## config.mk

```make
export PLATFORM = sky130hd
export DESIGN_NAME = tcp_top
export DESIGN_NICKNAME = d
export VERILOG_FILES = /design/src/tcp_top.v
export VERILOG_INCLUDE_DIRS = /design/src
export SDC_FILE = /design/constraint.sdc
export NUM_CORES = 1
export LEC_CHECK = 0
export ABC_AREA = 1
export ABC_CLOCK_PERIOD_IN_PS = 4700
export BUFFER_PORTS_ARGS = -buffer_cell sky130_fd_sc_hd__buf_2
export CORE_MARGIN = 5
export CORE_UTILIZATION = 57
export DETAILED_ROUTE_END_ITERATION = 10
export PLACE_DENSITY = 0.82
export SETUP_SLACK_MARGIN = 0.2
export SLEW_MARGIN = 20
export SYNTH_ARGS = -nofsm -noshare
export SYNTH_HDL_FRONTEND = slang
export SYNTH_SLANG_ARGS = --single-unit
```

## constraint.sdc

```tcl
create_clock -name ref_clk -period 4.7 [get_ports ref_clk]
set_input_delay 0 -clock ref_clk [delete_from_list [all_inputs] [get_ports ref_clk]]
set_output_delay 0 -clock ref_clk [all_outputs]
set_load 0.02 [all_outputs]
```

## src/tcp_defs.vh

```
// Shared constants for the cascadable PWM and phase counting timer pair
`ifndef TCP_DEFS_VH
`define TCP_DEFS_VH

// Counter width
`define TCP_W          16

// PWM mode select
`define TCP_PWM_OFF    2'h0
`define TCP_PWM_1      2'h1
`define TCP_PWM_2      2'h2

// Pin action at compare match
`define TCP_ACT_NONE   2'h0
`define TCP_ACT_LOW    2'h1
`define TCP_ACT_HIGH   2'h2
`define TCP_ACT_TOG    2'h3

// Counter clear source
`define TCP_CLR_NONE   2'h0
`define TCP_CLR_A      2'h1
`define TCP_CLR_B      2'h2

// Phase counting sub-modes
`define TCP_PH_1       2'h0
`define TCP_PH_2       2'h1
`define TCP_PH_3       2'h2
`define TCP_PH_4       2'h3

// Capture edge select
`define TCP_EDGE_RISE  2'h1
`define TCP_EDGE_FALL  2'h2
`define TCP_EDGE_BOTH  2'h3

// Clock source code that selects the lower counter's carry
`define TCP_CLKSRC_CASC 3'h7

// Status flag bit positions
`define TCP_FLG_A      0
`define TCP_FLG_B      1
`define TCP_FLG_OVF    2
`define TCP_FLG_UDF    3
`define TCP_NFLG       4

`endif

```

## src/tcp_top.v

```verilog
// Cascadable timer pair with PWM output and quadrature phase counting
`include "tcp_defs.vh"

////////////////////////////////////////////////////////////////////////////////
// How it works
// - Two 16-bit channel counters join into one 32-bit count.
// - Upper counter advances on lower carry when clock source selects cascade.
// - Lower counter passes underflow carry only while phase counting.
// - Phase counting on upper channel overrides the cascade clock selection.
// - Simultaneous capture stores upper half upstairs, lower half downstairs.
// - Upper counter increments on lower overflow, decrements on lower underflow.
// - Compare match drives pin low, high or toggled per action field.
// - Duty from 0% to 100% is set through general registers; 0% and 100% also take the initial pin level.
// - Clear-source register sets the period; each channel configured independently.
// - PWM mode 1 drives pin A from A match and B match levels.
// - PWM mode 1 pin sits at initial A level before any match.
// - PWM mode 1 holds pin when both paired registers are equal.
// - PWM mode 1 gives one phase per pair; two across both channels.
// - PWM mode 2 cycle match clears counter, returns pins to initial level.
// - PWM mode 2 duty equal to cycle leaves that pin unchanged.
// - PWM mode 2 cycle register produces no output on its pin.
// - Phase counting only where allowed, ignoring prescaler and edge select.
// - Clear, pin control, enables and capture/compare keep working in phase mode.
// - Phase mode sets overflow and underflow flags and shows direction.
// - Channel 1 uses inputs A/B; channel 0 uses inputs C/D (swapped when UPPER_1 is 0).
// - Sub-mode 1 counts on every edge of both phases.
// - Sub-mode 2 counts only on A falling, direction from B.
// - Sub-mode 3 counts up on A fall, down on B fall.
// - Sub-mode 4 counts on B edges only, direction from A.
// - Events set sticky flags; enabled flags raise interrupt; clear withdraws.
module tcp_chan #(
  parameter W        = `TCP_W,
  parameter PHASE_OK = 1
) (
  // Clock and reset
  input  wire                ref_clk,
  input  wire                rst_n,
  // Mode control
  input  wire                run,
  input  wire                phase_on,
  input  wire [1:0]          phase_sub,
  input  wire [1:0]          pwm_mode,
  input  wire [1:0]          clear_sel,
  input  wire                casc_on,
  // Count sources
  input  wire                carry_up,
  input  wire                carry_dn,
  input  wire                ph_a,
  input  wire                ph_b,
  // Pin control
  input  wire [1:0]          cap_mode,
  input  wire [1:0]          edge_a,
  input  wire [1:0]          edge_b,
  input  wire [1:0]          act_a,
  input  wire [1:0]          act_b,
  input  wire                init_a,
  input  wire                init_b,
  input  wire                pin_a_in,
  input  wire                pin_b_in,
  // Register writes
  input  wire                cnt_wr,
  input  wire                gr_a_wr,
  input  wire                gr_b_wr,
  input  wire [W-1:0]        wdata,
  // Flags
  input  wire [`TCP_NFLG-1:0] int_en,
  input  wire [`TCP_NFLG-1:0] flag_clr,
  // Results
  output reg  [W-1:0]        cnt_q,
  output reg  [W-1:0]        gr_a_q,
  output reg  [W-1:0]        gr_b_q,
  output reg                 pin_a_q,
  output reg                 pin_a_oe_q,
  output reg                 pin_b_q,
  output reg                 pin_b_oe_q,
  output reg  [`TCP_NFLG-1:0] flags_q,
  output reg                 dir_q,
  output reg                 irq_q,
  output wire                ovf_carry,
  output wire                udf_carry
);

  reg                 pa_q;
  reg                 pb_q;
  reg                 ca_q;
  reg                 cb_q;
  reg                 ph_up;
  reg                 ph_dn;
  reg                 up;
  reg                 dn;
  reg  [W-1:0]        cnt_d;
  reg                 pin_a_d;
  reg                 pin_b_d;
  wire [`TCP_NFLG-1:0] flags_d;
  wire [`TCP_NFLG-1:0] ev;
  wire                a_rise;
  wire                a_fall;
  wire                b_rise;
  wire                b_fall;
  wire                phase_act;
  wire                tick;
  wire                match_a;
  wire                match_b;
  wire                cap_a;
  wire                cap_b;
  wire                clr;
  wire                pwm2;
  wire                cyc_a;
  wire                cyc_b;
  wire                cyc_any;
  wire                cyc_match;
  wire [W-1:0]        cyc_val;
  wire                at_max;
  wire                at_zero;

  ////////////////////////////////////////////////////////////////////////////
  // Level for a pin action
  function act_lvl;
    input [1:0] act;
    input       cur;
    begin
      case (act)
        `TCP_ACT_LOW:  act_lvl = 1'b0;
        `TCP_ACT_HIGH: act_lvl = 1'b1;
        `TCP_ACT_TOG:  act_lvl = ~cur;
        default:       act_lvl = cur;
      endcase
    end
  endfunction

  // Edge select match
  function edge_hit;
    input [1:0] sel;
    input       now;
    input       was;
    begin
      edge_hit = (sel[0] & now & ~was) | (sel[1] & ~now & was);
    end
  endfunction

  ////////////////////////////////////////////////////////////////////////////
  // Phase edge detection
  assign a_rise = ph_a & ~pa_q;
  assign a_fall = ~ph_a & pa_q;
  assign b_rise = ph_b & ~pb_q;
  assign b_fall = ~ph_b & pb_q;
  // phase mode only on capable channels
  assign phase_act = phase_on & (PHASE_OK != 0);

  always @*
  begin
    ph_up = 1'b0;
    ph_dn = 1'b0;
    case (phase_sub)
      `TCP_PH_1:
      begin
        ph_up = (b_rise & ph_a) | (b_fall & ~ph_a) | (a_rise & ~ph_b) | (a_fall & ph_b);
        ph_dn = (b_rise & ~ph_a) | (b_fall & ph_a) | (a_rise & ph_b) | (a_fall & ~ph_b);
      end
      `TCP_PH_2:
      begin
        ph_up = a_fall & ph_b;
        ph_dn = a_fall & ~ph_b;
      end
      `TCP_PH_3:
      begin
        // A fall up, B fall down
        ph_up = a_fall & ph_b;
        ph_dn = b_fall & ph_a;
      end
      `TCP_PH_4:
      begin
        ph_up = (b_rise & ph_a) | (b_fall & ~ph_a);
        ph_dn = (b_fall & ph_a) | (b_rise & ~ph_a);
      end
      default:
      begin
        ph_up = 1'b0;
        ph_dn = 1'b0;
      end
    endcase
  end

  ////////////////////////////////////////////////////////////////////////////
  // Count source
  always @*
  begin
    up = 1'b0;
    dn = 1'b0;
    if (run)
    begin
      if (phase_act)
      begin
        up = ph_up & ~ph_dn;
        dn = ph_dn & ~ph_up;
      end
      else if (casc_on)
      begin
        // up on overflow, down on underflow
        up = carry_up & ~carry_dn;
        dn = carry_dn & ~carry_up;
      end
      else
        up = 1'b1;
    end
  end

  assign tick    = up | dn;
  assign at_max  = (cnt_q == {W{1'b1}});
  assign at_zero = (cnt_q == {W{1'b0}});

  // compare and capture regardless of counting source
  assign match_a = ~cap_mode[0] & tick & (cnt_q == gr_a_q);
  assign match_b = ~cap_mode[1] & tick & (cnt_q == gr_b_q);
  assign cap_a   = cap_mode[0] & edge_hit(edge_a, pin_a_in, ca_q);
  assign cap_b   = cap_mode[1] & edge_hit(edge_b, pin_b_in, cb_q);

  assign clr = ((clear_sel == `TCP_CLR_A) & (match_a | cap_a)) |
               ((clear_sel == `TCP_CLR_B) & (match_b | cap_b));

  // carries chain two counters into one
  assign ovf_carry = up & at_max & ~clr;
  // underflow carry only from a phase counter
  assign udf_carry = dn & at_zero & ~clr & phase_act;

  always @*
  begin
    cnt_d = cnt_q;
    if (cnt_wr)
      cnt_d = wdata;
    else if (clr)
      cnt_d = {W{1'b0}};
    else if (up)
      cnt_d = cnt_q + {{(W-1){1'b0}}, 1'b1};
    else if (dn)
      cnt_d = cnt_q - {{(W-1){1'b0}}, 1'b1};
  end

  ////////////////////////////////////////////////////////////////////////////
  // Pin waveform
  assign pwm2      = (pwm_mode == `TCP_PWM_2);
  assign cyc_a     = pwm2 & (clear_sel == `TCP_CLR_A);
  assign cyc_b     = pwm2 & (clear_sel == `TCP_CLR_B);
  assign cyc_any   = cyc_a | cyc_b;
  assign cyc_val   = cyc_b ? gr_b_q : gr_a_q;
  assign cyc_match = (cyc_a & match_a) | (cyc_b & match_b);

  always @*
  begin
    pin_a_d = pin_a_q;
    pin_b_d = pin_b_q;
    if (~run)
    begin
      pin_a_d = init_a;
      pin_b_d = init_b;
    end
    else
      case (pwm_mode)
        `TCP_PWM_1:
        begin
          if (gr_a_q != gr_b_q)
          begin
            // A level at A match, B level at B match
            if (match_a)
              pin_a_d = act_lvl(act_a, pin_a_q);
            else if (match_b)
              pin_a_d = act_lvl(act_b, pin_a_q);
          end
          pin_b_d = init_b;
        end
        `TCP_PWM_2:
        begin
          if (cyc_match)
          begin
            // duty equal to cycle keeps its level
            pin_a_d = (gr_a_q == cyc_val) ? pin_a_q : init_a;
            pin_b_d = (gr_b_q == cyc_val) ? pin_b_q : init_b;
          end
          else
          begin
            if (match_a & ~(cyc_any & (gr_a_q == cyc_val)))
              pin_a_d = act_lvl(act_a, pin_a_q);
            if (match_b & ~(cyc_any & (gr_b_q == cyc_val)))
              pin_b_d = act_lvl(act_b, pin_b_q);
          end
          if (cyc_a)
            pin_a_d = init_a;
          if (cyc_b)
            pin_b_d = init_b;
        end
        default:
        begin
          if (match_a)
            pin_a_d = act_lvl(act_a, pin_a_q);
          if (match_b)
            pin_b_d = act_lvl(act_b, pin_b_q);
        end
      endcase
  end

  ////////////////////////////////////////////////////////////////////////////
  // Events and flags
  // overflow and underflow flags on wrap
  assign ev[`TCP_FLG_A]   = match_a | cap_a;
  assign ev[`TCP_FLG_B]   = match_b | cap_b;
  assign ev[`TCP_FLG_OVF] = up & at_max & ~cnt_wr;
  assign ev[`TCP_FLG_UDF] = dn & at_zero & ~cnt_wr;
  assign flags_d = (flags_q & ~flag_clr) | ev;

  always @(posedge ref_clk)
  begin
    if (!rst_n)
    begin
      cnt_q      <= {W{1'b0}};
      gr_a_q     <= {W{1'b1}};
      gr_b_q     <= {W{1'b1}};
      pin_a_q    <= 1'b0;
      pin_b_q    <= 1'b0;
      pin_a_oe_q <= 1'b0;
      pin_b_oe_q <= 1'b0;
      flags_q    <= {`TCP_NFLG{1'b0}};
      dir_q      <= 1'b0;
      irq_q      <= 1'b0;
      pa_q       <= 1'b0;
      pb_q       <= 1'b0;
      ca_q       <= 1'b0;
      cb_q       <= 1'b0;
    end
    else
    begin
      cnt_q   <= cnt_d;
      pin_a_q <= pin_a_d;
      pin_b_q <= pin_b_d;
      pa_q    <= ph_a;
      pb_q    <= ph_b;
      ca_q    <= pin_a_in;
      cb_q    <= pin_b_in;
      // capture stores this channel's own half
      if (gr_a_wr)
        gr_a_q <= wdata;
      else if (cap_a)
        gr_a_q <= cnt_q;
      if (gr_b_wr)
        gr_b_q <= wdata;
      else if (cap_b)
        gr_b_q <= cnt_q;
      pin_a_oe_q <= ~cap_mode[0] & ~cyc_a;
      pin_b_oe_q <= ~cap_mode[1] & ~cyc_b & (pwm_mode != `TCP_PWM_1);
      flags_q    <= flags_d;
      if (phase_act & tick)
        dir_q <= up;
      irq_q <= |(flags_d & int_en);
    end
  end

endmodule // tcp_chan

////////////////////////////////////////////////////////////////////////////////
// Cascade pair: index 1 is the upper channel, index 0 the lower
module tcp_top #(
  parameter W       = `TCP_W,
  parameter UPPER_1 = 1
) (
  // Clock and reset
  input  wire                  ref_clk,
  input  wire                  rst_n,
  // External phase inputs
  input  wire                  ext_clock_in_a,
  input  wire                  ext_clock_in_b,
  input  wire                  ext_clock_in_c,
  input  wire                  ext_clock_in_d,
  // Channel control, [1] upper [0] lower
  input  wire [1:0]            run,
  input  wire [2:0]            clock_source_select,
  input  wire [1:0]            phase_on,
  input  wire [3:0]            phase_sub,
  input  wire [3:0]            pwm_mode,
  input  wire [3:0]            clear_sel,
  input  wire [3:0]            cap_mode,
  input  wire [3:0]            edge_a,
  input  wire [3:0]            edge_b,
  input  wire [3:0]            pin_a_action_field,
  input  wire [3:0]            pin_b_action_field,
  input  wire [1:0]            init_a,
  input  wire [1:0]            init_b,
  // Capture/compare pins
  input  wire [1:0]            capture_compare_pin_a_in,
  input  wire [1:0]            capture_compare_pin_b_in,
  output wire [1:0]            capture_compare_pin_a_out,
  output wire [1:0]            capture_compare_pin_a_oe,
  output wire [1:0]            capture_compare_pin_b_out,
  output wire [1:0]            capture_compare_pin_b_oe,
  // Register writes
  input  wire [1:0]            cnt_wr,
  input  wire [1:0]            gr_a_wr,
  input  wire [1:0]            gr_b_wr,
  input  wire [W-1:0]          wdata,
  // Status
  input  wire [2*`TCP_NFLG-1:0] interrupt_enable_reg,
  input  wire [2*`TCP_NFLG-1:0] flag_clr,
  output wire [2*`TCP_NFLG-1:0] channel_status_reg,
  output wire [1:0]            count_direction_flag,
  output wire [1:0]            irq,
  // Counters and general registers, upper half first
  output wire [2*W-1:0]        channel_counter,
  output wire [2*W-1:0]        general_reg_a,
  output wire [2*W-1:0]        general_reg_b
);

  wire [1:0] ovf_c;
  wire [1:0] udf_c;
  wire [1:0] pa;
  wire [1:0] pb;

  // phase input routing per channel number
  assign pa[1] = UPPER_1 ? ext_clock_in_a : ext_clock_in_c;
  assign pb[1] = UPPER_1 ? ext_clock_in_b : ext_clock_in_d;
  assign pa[0] = UPPER_1 ? ext_clock_in_c : ext_clock_in_a;
  assign pb[0] = UPPER_1 ? ext_clock_in_d : ext_clock_in_b;

  genvar i;
  generate
    for (i = 0; i < 2; i = i + 1)
    begin : g_ch
      tcp_chan #(.W(W), .PHASE_OK(1)) u_ch (
        .ref_clk    (ref_clk),
        .rst_n      (rst_n),
        .run        (run[i]),
        .phase_on   (phase_on[i]),
        .phase_sub  (phase_sub[2*i+1:2*i]),
        .pwm_mode   (pwm_mode[2*i+1:2*i]),
        .clear_sel  (clear_sel[2*i+1:2*i]),
        .casc_on    ((i == 1) && (clock_source_select == `TCP_CLKSRC_CASC)),
        .carry_up   ((i == 1) ? ovf_c[0] : 1'b0),
        .carry_dn   ((i == 1) ? udf_c[0] : 1'b0),
        .ph_a       (pa[i]),
        .ph_b       (pb[i]),
        .cap_mode   (cap_mode[2*i+1:2*i]),
        .edge_a     (edge_a[2*i+1:2*i]),
        .edge_b     (edge_b[2*i+1:2*i]),
        .act_a      (pin_a_action_field[2*i+1:2*i]),
        .act_b      (pin_b_action_field[2*i+1:2*i]),
        .init_a     (init_a[i]),
        .init_b     (init_b[i]),
        .pin_a_in   (capture_compare_pin_a_in[i]),
        .pin_b_in   (capture_compare_pin_b_in[i]),
        .cnt_wr     (cnt_wr[i]),
        .gr_a_wr    (gr_a_wr[i]),
        .gr_b_wr    (gr_b_wr[i]),
        .wdata      (wdata),
        .int_en     (interrupt_enable_reg[`TCP_NFLG*i+`TCP_NFLG-1:`TCP_NFLG*i]),
        .flag_clr   (flag_clr[`TCP_NFLG*i+`TCP_NFLG-1:`TCP_NFLG*i]),
        .cnt_q      (channel_counter[W*i+W-1:W*i]),
        .gr_a_q     (general_reg_a[W*i+W-1:W*i]),
        .gr_b_q     (general_reg_b[W*i+W-1:W*i]),
        .pin_a_q    (capture_compare_pin_a_out[i]),
        .pin_a_oe_q (capture_compare_pin_a_oe[i]),
        .pin_b_q    (capture_compare_pin_b_out[i]),
        .pin_b_oe_q (capture_compare_pin_b_oe[i]),
        .flags_q    (channel_status_reg[`TCP_NFLG*i+`TCP_NFLG-1:`TCP_NFLG*i]),
        .dir_q      (count_direction_flag[i]),
        .irq_q      (irq[i]),
        .ovf_carry  (ovf_c[i]),
        .udf_carry  (udf_c[i])
      );
    end
  endgenerate

endmodule // tcp_top

```

# ---- Word-level counts from Yosys, hierarchy flattened
# Cells that the tools add are included.
dict set report word_totals {
  regBits 124
  inputBits 91
  out_inout_bits 116
  wordCells 355
}
dict set report op_classes {
  n_addsub 4
  eq_ne 59
  n_mux 72
  bitwise 174
  reduce_logical 18
}
# operator n
set op_table {}
lappend op_table {{$mux W16} 18}
lappend op_table {{$eq A16 B16 Y1} 8}
lappend op_table {{$and A1 B1 Y1} 97}
lappend op_table {{$not A1 Y1} 41}
lappend op_table {{$mux W1} 40}
lappend op_table {{$ne A5 B5 Y1 const B} 8}
lappend op_table {{$add A16 B1 Y16 const B} 2}
lappend op_table {{$eq A16 B16 Y1 const B} 2}
lappend op_table {{$eq A2 B2 Y1 const B} 16}
lappend op_table {{$logic_not A16 Y1} 2}
lappend op_table {{$ne A16 B16 Y1} 2}
lappend op_table {{$sub A16 B1 Y16 const B} 2}
lappend op_table {{$or A1 B1 Y1} 28}
lappend op_table {{$pmux W1 S3} 8}
lappend op_table {{$eq A2 B1 Y1 const B} 10}
lappend op_table {{$and A4 B4 Y4} 4}
lappend op_table {{$ne A4 B1 Y1 const B} 4}
lappend op_table {{$ne A6 B2 Y1 const B} 2}
lappend op_table {{$reduce_and A6 Y1} 2}
lappend op_table {{$ne A4 B2 Y1 const B} 2}
lappend op_table {{$not A4 Y4} 2}
lappend op_table {{$or A4 B4 Y4} 2}
lappend op_table {{$pmux W1 S2} 4}
lappend op_table {{$pmux W1 S4} 2}
lappend op_table {{9 further kinds} 19}

# ---- Depth between registers and ports, before layout
dict set report depth {
  ltp_word 34
  ltp_mapped 33
  mapped_depth_nobuf 33
}

# ---- Hierarchy
# A second synthesis with hierarchy kept.
dict set report unflattened {
  cells_unflattened 1545
  hier_area_um2 9659.3
}
# module instances cells_per_inst area_per_inst_um2 seq_area_each_um2
set by_module_without_submodules {}
lappend by_module_without_submodules {{tcp_chan at g_ch[0].u_ch} 1 772 4828.4 1241.2}
lappend by_module_without_submodules {{tcp_chan at g_ch[1].u_ch} 1 769 4813.4 1241.2}
lappend by_module_without_submodules {tcp_top 1 4 17.5 0.0}

# ---- Worst setup path before layout
# OpenSTA, ideal clock, no wires.
dict set report synth_path {
  kind {register -> register}
  startpoint {reg g_ch[0].u_ch.cnt_q[9]}
  endpoint {reg g_ch[1].u_ch.cnt_q[14]}
  setup_ps 115
  arrival_time_ps 3599
  required_ps 4585
  path_slack_ps 986
  path_stages_with_launch 32
  path_buffers 0
  synth_period_minus_slack_ps 3714
  cell_sequence {dfxtp_1 > inv_2 > nand2_1 > o21ai_1 > nor2_1 > nand2_1 > nor2_1 > nand2_1 > nor2_1 > nand2_4 > nand2_2 > nand2_2 > nand3_2 > nand2_2 > nand2_4 > inv_1 > fa_1 > o21ai_0 > nand2_1 > nand3_1 > nand3_1 > nand2_1 > a21oi_1 > o21bai_1 > nand2_1 > inv_1 > o21ai_0 > nand2_1 > xnor2_1 > nand2_1 > a21boi_1 > nor2_1}
}
dict set report synth_via {
  elab_chain_len 21
  elab_cells_between_ends 41
  cone_classes {eq/ne (3); mux (9); bitwise (27); reduce/logical (2)}
}
# item line_no
set synth_lines {}
lappend synth_lines {{start, declared} tcp_top.v:69} ;# output reg [W-1:0] cnt_q,
lappend synth_lines {{start signal, assigned} tcp_top.v:314} ;# cnt_q <= {W{1'b0}};
lappend synth_lines {{start signal, assigned} tcp_top.v:331} ;# cnt_q <= cnt_d;
lappend synth_lines {{$eq A16 B16 Y1, on equally long branches} {tcp_top.v:213, tcp_top.v:214}}
lappend synth_lines {{$and A1 B1 Y1, on equally long branches} {tcp_top.v:213, tcp_top.v:214}}
lappend synth_lines {{$or A1 B1 Y1, on equally long branches} {tcp_top.v:218, tcp_top.v:219}}
lappend synth_lines {{$and A1 B1 Y1, on equally long branches} {tcp_top.v:218, tcp_top.v:219}}
lappend synth_lines {{$or A1 B1 Y1} tcp_top.v:218} ;# assign clr = ((clear_sel == `TCP_CLR_A) & (match_a | cap_a)) |
lappend synth_lines {{$not A1 Y1} {tcp_top.v:222, tcp_top.v:224}}
lappend synth_lines {{$and A1 B1 Y1 (2 in a row)} tcp_top.v:224} ;# assign udf_carry = dn & at_zero & ~clr & phase_act;
lappend synth_lines {{$not A1 Y1} tcp_top.v:200} ;# up = carry_up & ~carry_dn;
lappend synth_lines {{[4 not listed]} --}
lappend synth_lines {{net g_ch[1].u_ch.up} tcp_top.v:89} ;# reg up;
lappend synth_lines {{$or A1 B1 Y1} tcp_top.v:208} ;# assign tick = up | dn;
lappend synth_lines {{$and A1 B1 Y1, on equally long branches (2 in a row)} {tcp_top.v:213, tcp_top.v:214}}
lappend synth_lines {{$or A1 B1 Y1, on equally long branches} {tcp_top.v:218, tcp_top.v:219}}
lappend synth_lines {{$and A1 B1 Y1, on equally long branches} {tcp_top.v:218, tcp_top.v:219}}
lappend synth_lines {{$or A1 B1 Y1} tcp_top.v:218}
lappend synth_lines {{$mux W16} tcp_top.v:231} ;# else if (clr)
lappend synth_lines {{$mux W16} tcp_top.v:229} ;# if (cnt_wr)
lappend synth_lines {{end signal, assigned} tcp_top.v:314}
lappend synth_lines {{end signal, assigned} tcp_top.v:331}
lappend synth_lines {{end, declared} tcp_top.v:69}
# Mark *: on every way through the listed nets, which the timed path passes. The rest lies on a longest branch.
# A chain may end at the register's enable or synchronous reset.

# ---- Final worst setup path
# Ends and elaborated chain as after synthesis.

==> results.py <==
metrics = {
    "outcome": {
        "status": "completed",
    },
    "grt": {
        "first_global_vias": 10700,
        "grt_util_all_layers_pct": 32.0,
        "antenna_found_initial": 0,
        "grt_pass1_wl_um": 53300,
        "grt_overflow": 0,
        "grt_max_degree": 71,
    },
    "drt": {
        "vias_per_cell": 5.66,
        "wire_per_inst_um": 16.1,
        "wl_um": 33400,
        "dr.pass1.iters": 6,
        "vias": 11700,
        "drc": 0,
        "drt_iter0_drc": 1103,
        "ant_nets": 0,
    },
    "synthesis": {
        "synth-main-ff-cell": "dfxtp_1",
        "synth_top_area_share_pct": 24.4,
        "syn-num-nets": 1762,
        "syn_area_per_cell_sq_um": 6.26,
        "synth_most_common_cell": "nand2_1",
        "synth-compound-area-share_pct": 18.7,
        "synth_area_sq_um": 10200,
        "synth_seq_cells": 124,
        "synth_top_family_by_area": "simple AND/OR/NAND/NOR gates",
        "synthAdderAreaFrac_pct": 6.18,
        "yosysSeqAreaShare_pct": 24.4,
        "ys_warn_count": 0,
        "synthTopCellsByCount": "nand2_1, inv_1, o21ai_0",
        "ys_types": 51,
        "syn-instance-count": 1622,
        "async_reset_ff_share_pct": 0,
        "yosys-top-cells-area": "dfxtp_1, nand2_1, o21ai_0",
        "synth_edf_count": 0,
        "synthXorXnorAreaFrac_pct": 7.33,
        "synthMuxAreaShare_pct": 0,
        "synth_top_cell_by_area": "dfxtp_1",
        "synth-simple-area-share_pct": 32.9,
    },
    "layout": {
        "nets": 1971,
        "area_growth_pct": 20.3,
        "fin_area_sq_um": 12200,
        "fillCellCount": 1508,
        "seq_area_sq_um": 2480,
        "drive_gt1_share_pct": 16.6,
        "multi_input_area_sq_um": 6620,
    },
    "cts": {
        "cts_tree": "yes",
        "numClockSinks": 124,
        "h-tree-depth": 4,
        "clkTransAtPathRegs_ns": 0.07,
        "clock_path_buffers": 2,
        "cts-buffers-inserted": 17,
        "clockRootBuffer": "clkbuf_16",
        "insertion_delay_ns": 0.43,
    },
    "power_and_ir_drop": {
        "seq_power_share_pct": 32.3,
        "p_clk_share_pct": 31.3,
        "power_frac_comb_pct": 36.4,
        "intPower_uw": 2500,
        "leakage_uw": 0.00613,
        "power_density_nw_per_um2": 339,
        "peakVddDrop_mv": 0.290,
        "p_sw_share_pct": 39.8,
        "total_power_uw": 4150,
        "power.switching_uw": 1650,
    },
    "floorplanning": {
        "start_util_pct": 58.3,
        "io_pins": 207,
        "dieArea_sq_um": 20600,
        "die_x_um": 144,
        "rows": 48,
        "coreArea_sq_um": 17400,
        "die_h_um": 144,
    },
    "setup_path": {
        "setup.worst_path.class": "reg -> reg",
        "cp_slowest_cell": "dfxtp_1",
        "path_max_fanout": 20,
        "critPathLaunchType": "flop",
        "critPathMaxStageDelay_ns": 0.44,
        "cp_common_cell": "nand2_1",
        "cp-end-kind": "flop",
        "cp_data_required_time_ns": 5.02,
        "worstPathArrival_ns": 4.44,
    },
    "sta": {
        "tightestPinTransition_ns": 1.15,
        "finalSetupViolCount": 0,
        "grt_setup_unrepaired": "false",
        "timing.fmax_ghz": 0.243,
        "post-route-min-period_ns": 4.12,
        "skew_ns": 0.0122,
        "fin_crit_sh_pct": 87.6,
        "maxSlewHeadroom_pct": 23.0,
        "maxSlewViolCount": 0,
        "hold_violations": 0,
        "finalSetupTns_ns": 0,
    },
    "placed_design": {
        "portBuffers": 206,
        "gp_congestion": 0.987,
        "hpwl_um": 25100,
        "dpl_cell_area_sq_um": 11200,
    },
    "run": {
        "maxCapViolations": 0,
    },
    "hold_path": {
        "hp-class": "in -> reg",
    },
}
power groups by stage:
stage                     combinational (uW)  clock [uW]  sequential (uW)
final                                   1510        1300             1340
after CTS                               1490        1300             1330
after detailed placement                1450           0             1350
after global routing                    1690        1350             1350
after global placement                  1440           0             1350
after floorplan                          973           0             1420
sequential cells by signal, summed over array words and instances (netlist names), 8 cells and up:
name / flops
g_ch.u_ch.cnt_q: 32
g_ch.u_ch.gr_b_q: 32
g_ch.u_ch.gr_a_q: 32
g_ch.u_ch.flags_q: 8
cells by family (layout without fill, tap and decap cells):
| group | count (synthesis) | in the layout |
|---|---|---|
| other | 0 | 1 |
| buffers and inverters | 267 | 489 |
| adder cells (fa/ha/maj) | 49 | 49 |
| flip-flops | 124 | 124 |
| AND/OR/NAND/NOR | 748 | 748 |
| XOR/XNOR | 85 | 85 |
| AO/OA/AOI/OAI | 349 | 349 |
critical path, delay by kind of cell, from the launching register on:
kind            cells  cell delay (ns)
simple gates       20             1.95
compound gates      6             0.78
xor+xnor            1             0.11
buf+inv             3             0.28
flops               1             0.44
fa+ha+maj           1             0.43
metal layers:
layer,GRT usage [%],part of all wire (%)
met2,52.7,46
met1,41.7,42
met5,0,0
met4,12.6,3.1
met3,5.46,9.0
cells in the final DEF (no fill, tap or decap), types with 6 or more instances in the layout:
| master | netlist | final |
|---|---|---|
| a21oi_1 | 114 | 114 |
| buf_2 | 6 | 206 |
| clkbuf_16 | 0 | 17 |
| dfxtp_1 | 124 | 123 |
| dlygate4sd3_1 | 0 | 43 |
| ha_1 | 47 | 47 |
| inv_1 | 180 | 180 |
| inv_2 | 20 | 20 |
| nand2_1 | 390 | 390 |
| nand2_2 | 12 | 12 |
| nand2_4 | 9 | 9 |
| nand3_1 | 107 | 107 |
| nand3b_1 | 6 | 6 |
| nand4_1 | 24 | 24 |
| nor2_1 | 118 | 118 |
| nor2_2 | 9 | 9 |
| nor3_1 | 23 | 23 |
| nor4_1 | 30 | 29 |
| o211ai_1 | 16 | 16 |
| o21ai_0 | 172 | 171 |
| o21ai_1 | 8 | 8 |
| xnor2_1 | 38 | 38 |
| xor2_1 | 47 | 47 |
metrics by stage:
step	cells	hold WS, ns	util [%]	setup slack (ns)
6_report	2070	0.0200	70.2	0.582
5_1_grt	2069	0.0270	70.2	0.239
4_1_cts	2069	0.00135	70.1	0.433
3_5_place_dp	1994	0.211	64.3	0.446
3_3_place_gp	1994	0.205	64.3	0.578
2_1_floorplan	1622	0.0785	-	0.986
worst paths after layout:
check                                             start                      end  slack, ns  depth (start not counted)
worst max-delay path              g_ch[0].u_ch.cnt_q[9]   g_ch[1].u_ch.cnt_q[14]       0.58                         31
worst min-delay path                           wdata[2]   g_ch[0].u_ch.gr_b_q[2]       0.02                          5
worst max register to register    g_ch[0].u_ch.cnt_q[9]   g_ch[1].u_ch.cnt_q[14]       0.58                         31
worst min register to register  g_ch[1].u_ch.flags_q[3]  g_ch[1].u_ch.flags_q[3]       0.49                          2
timing repair:
| action | in CTS | in global routing |
|---|---|---|
| endpoints found under the setup margin | 0 | 1 |
| endpoints found under the hold margin | 40 | 0 |
| hold buffers | 43 | 0 |
| gates resized for setup | 0 | 3 |
| buffers inserted | 0 | 0 |
area by class of cell:
type                       instances  share of cell area [%]
tap                              225                    2.30
timing repair buffer             254                    12.3
sequential                       124                    20.3
clock buffer                      20                    3.82
clock inverter                    12                   0.921
antenna                            1                  0.0205
multi-input combinational       1231                    54.1
inverter                         203                    6.23
(Power assumes the default switching activity.)
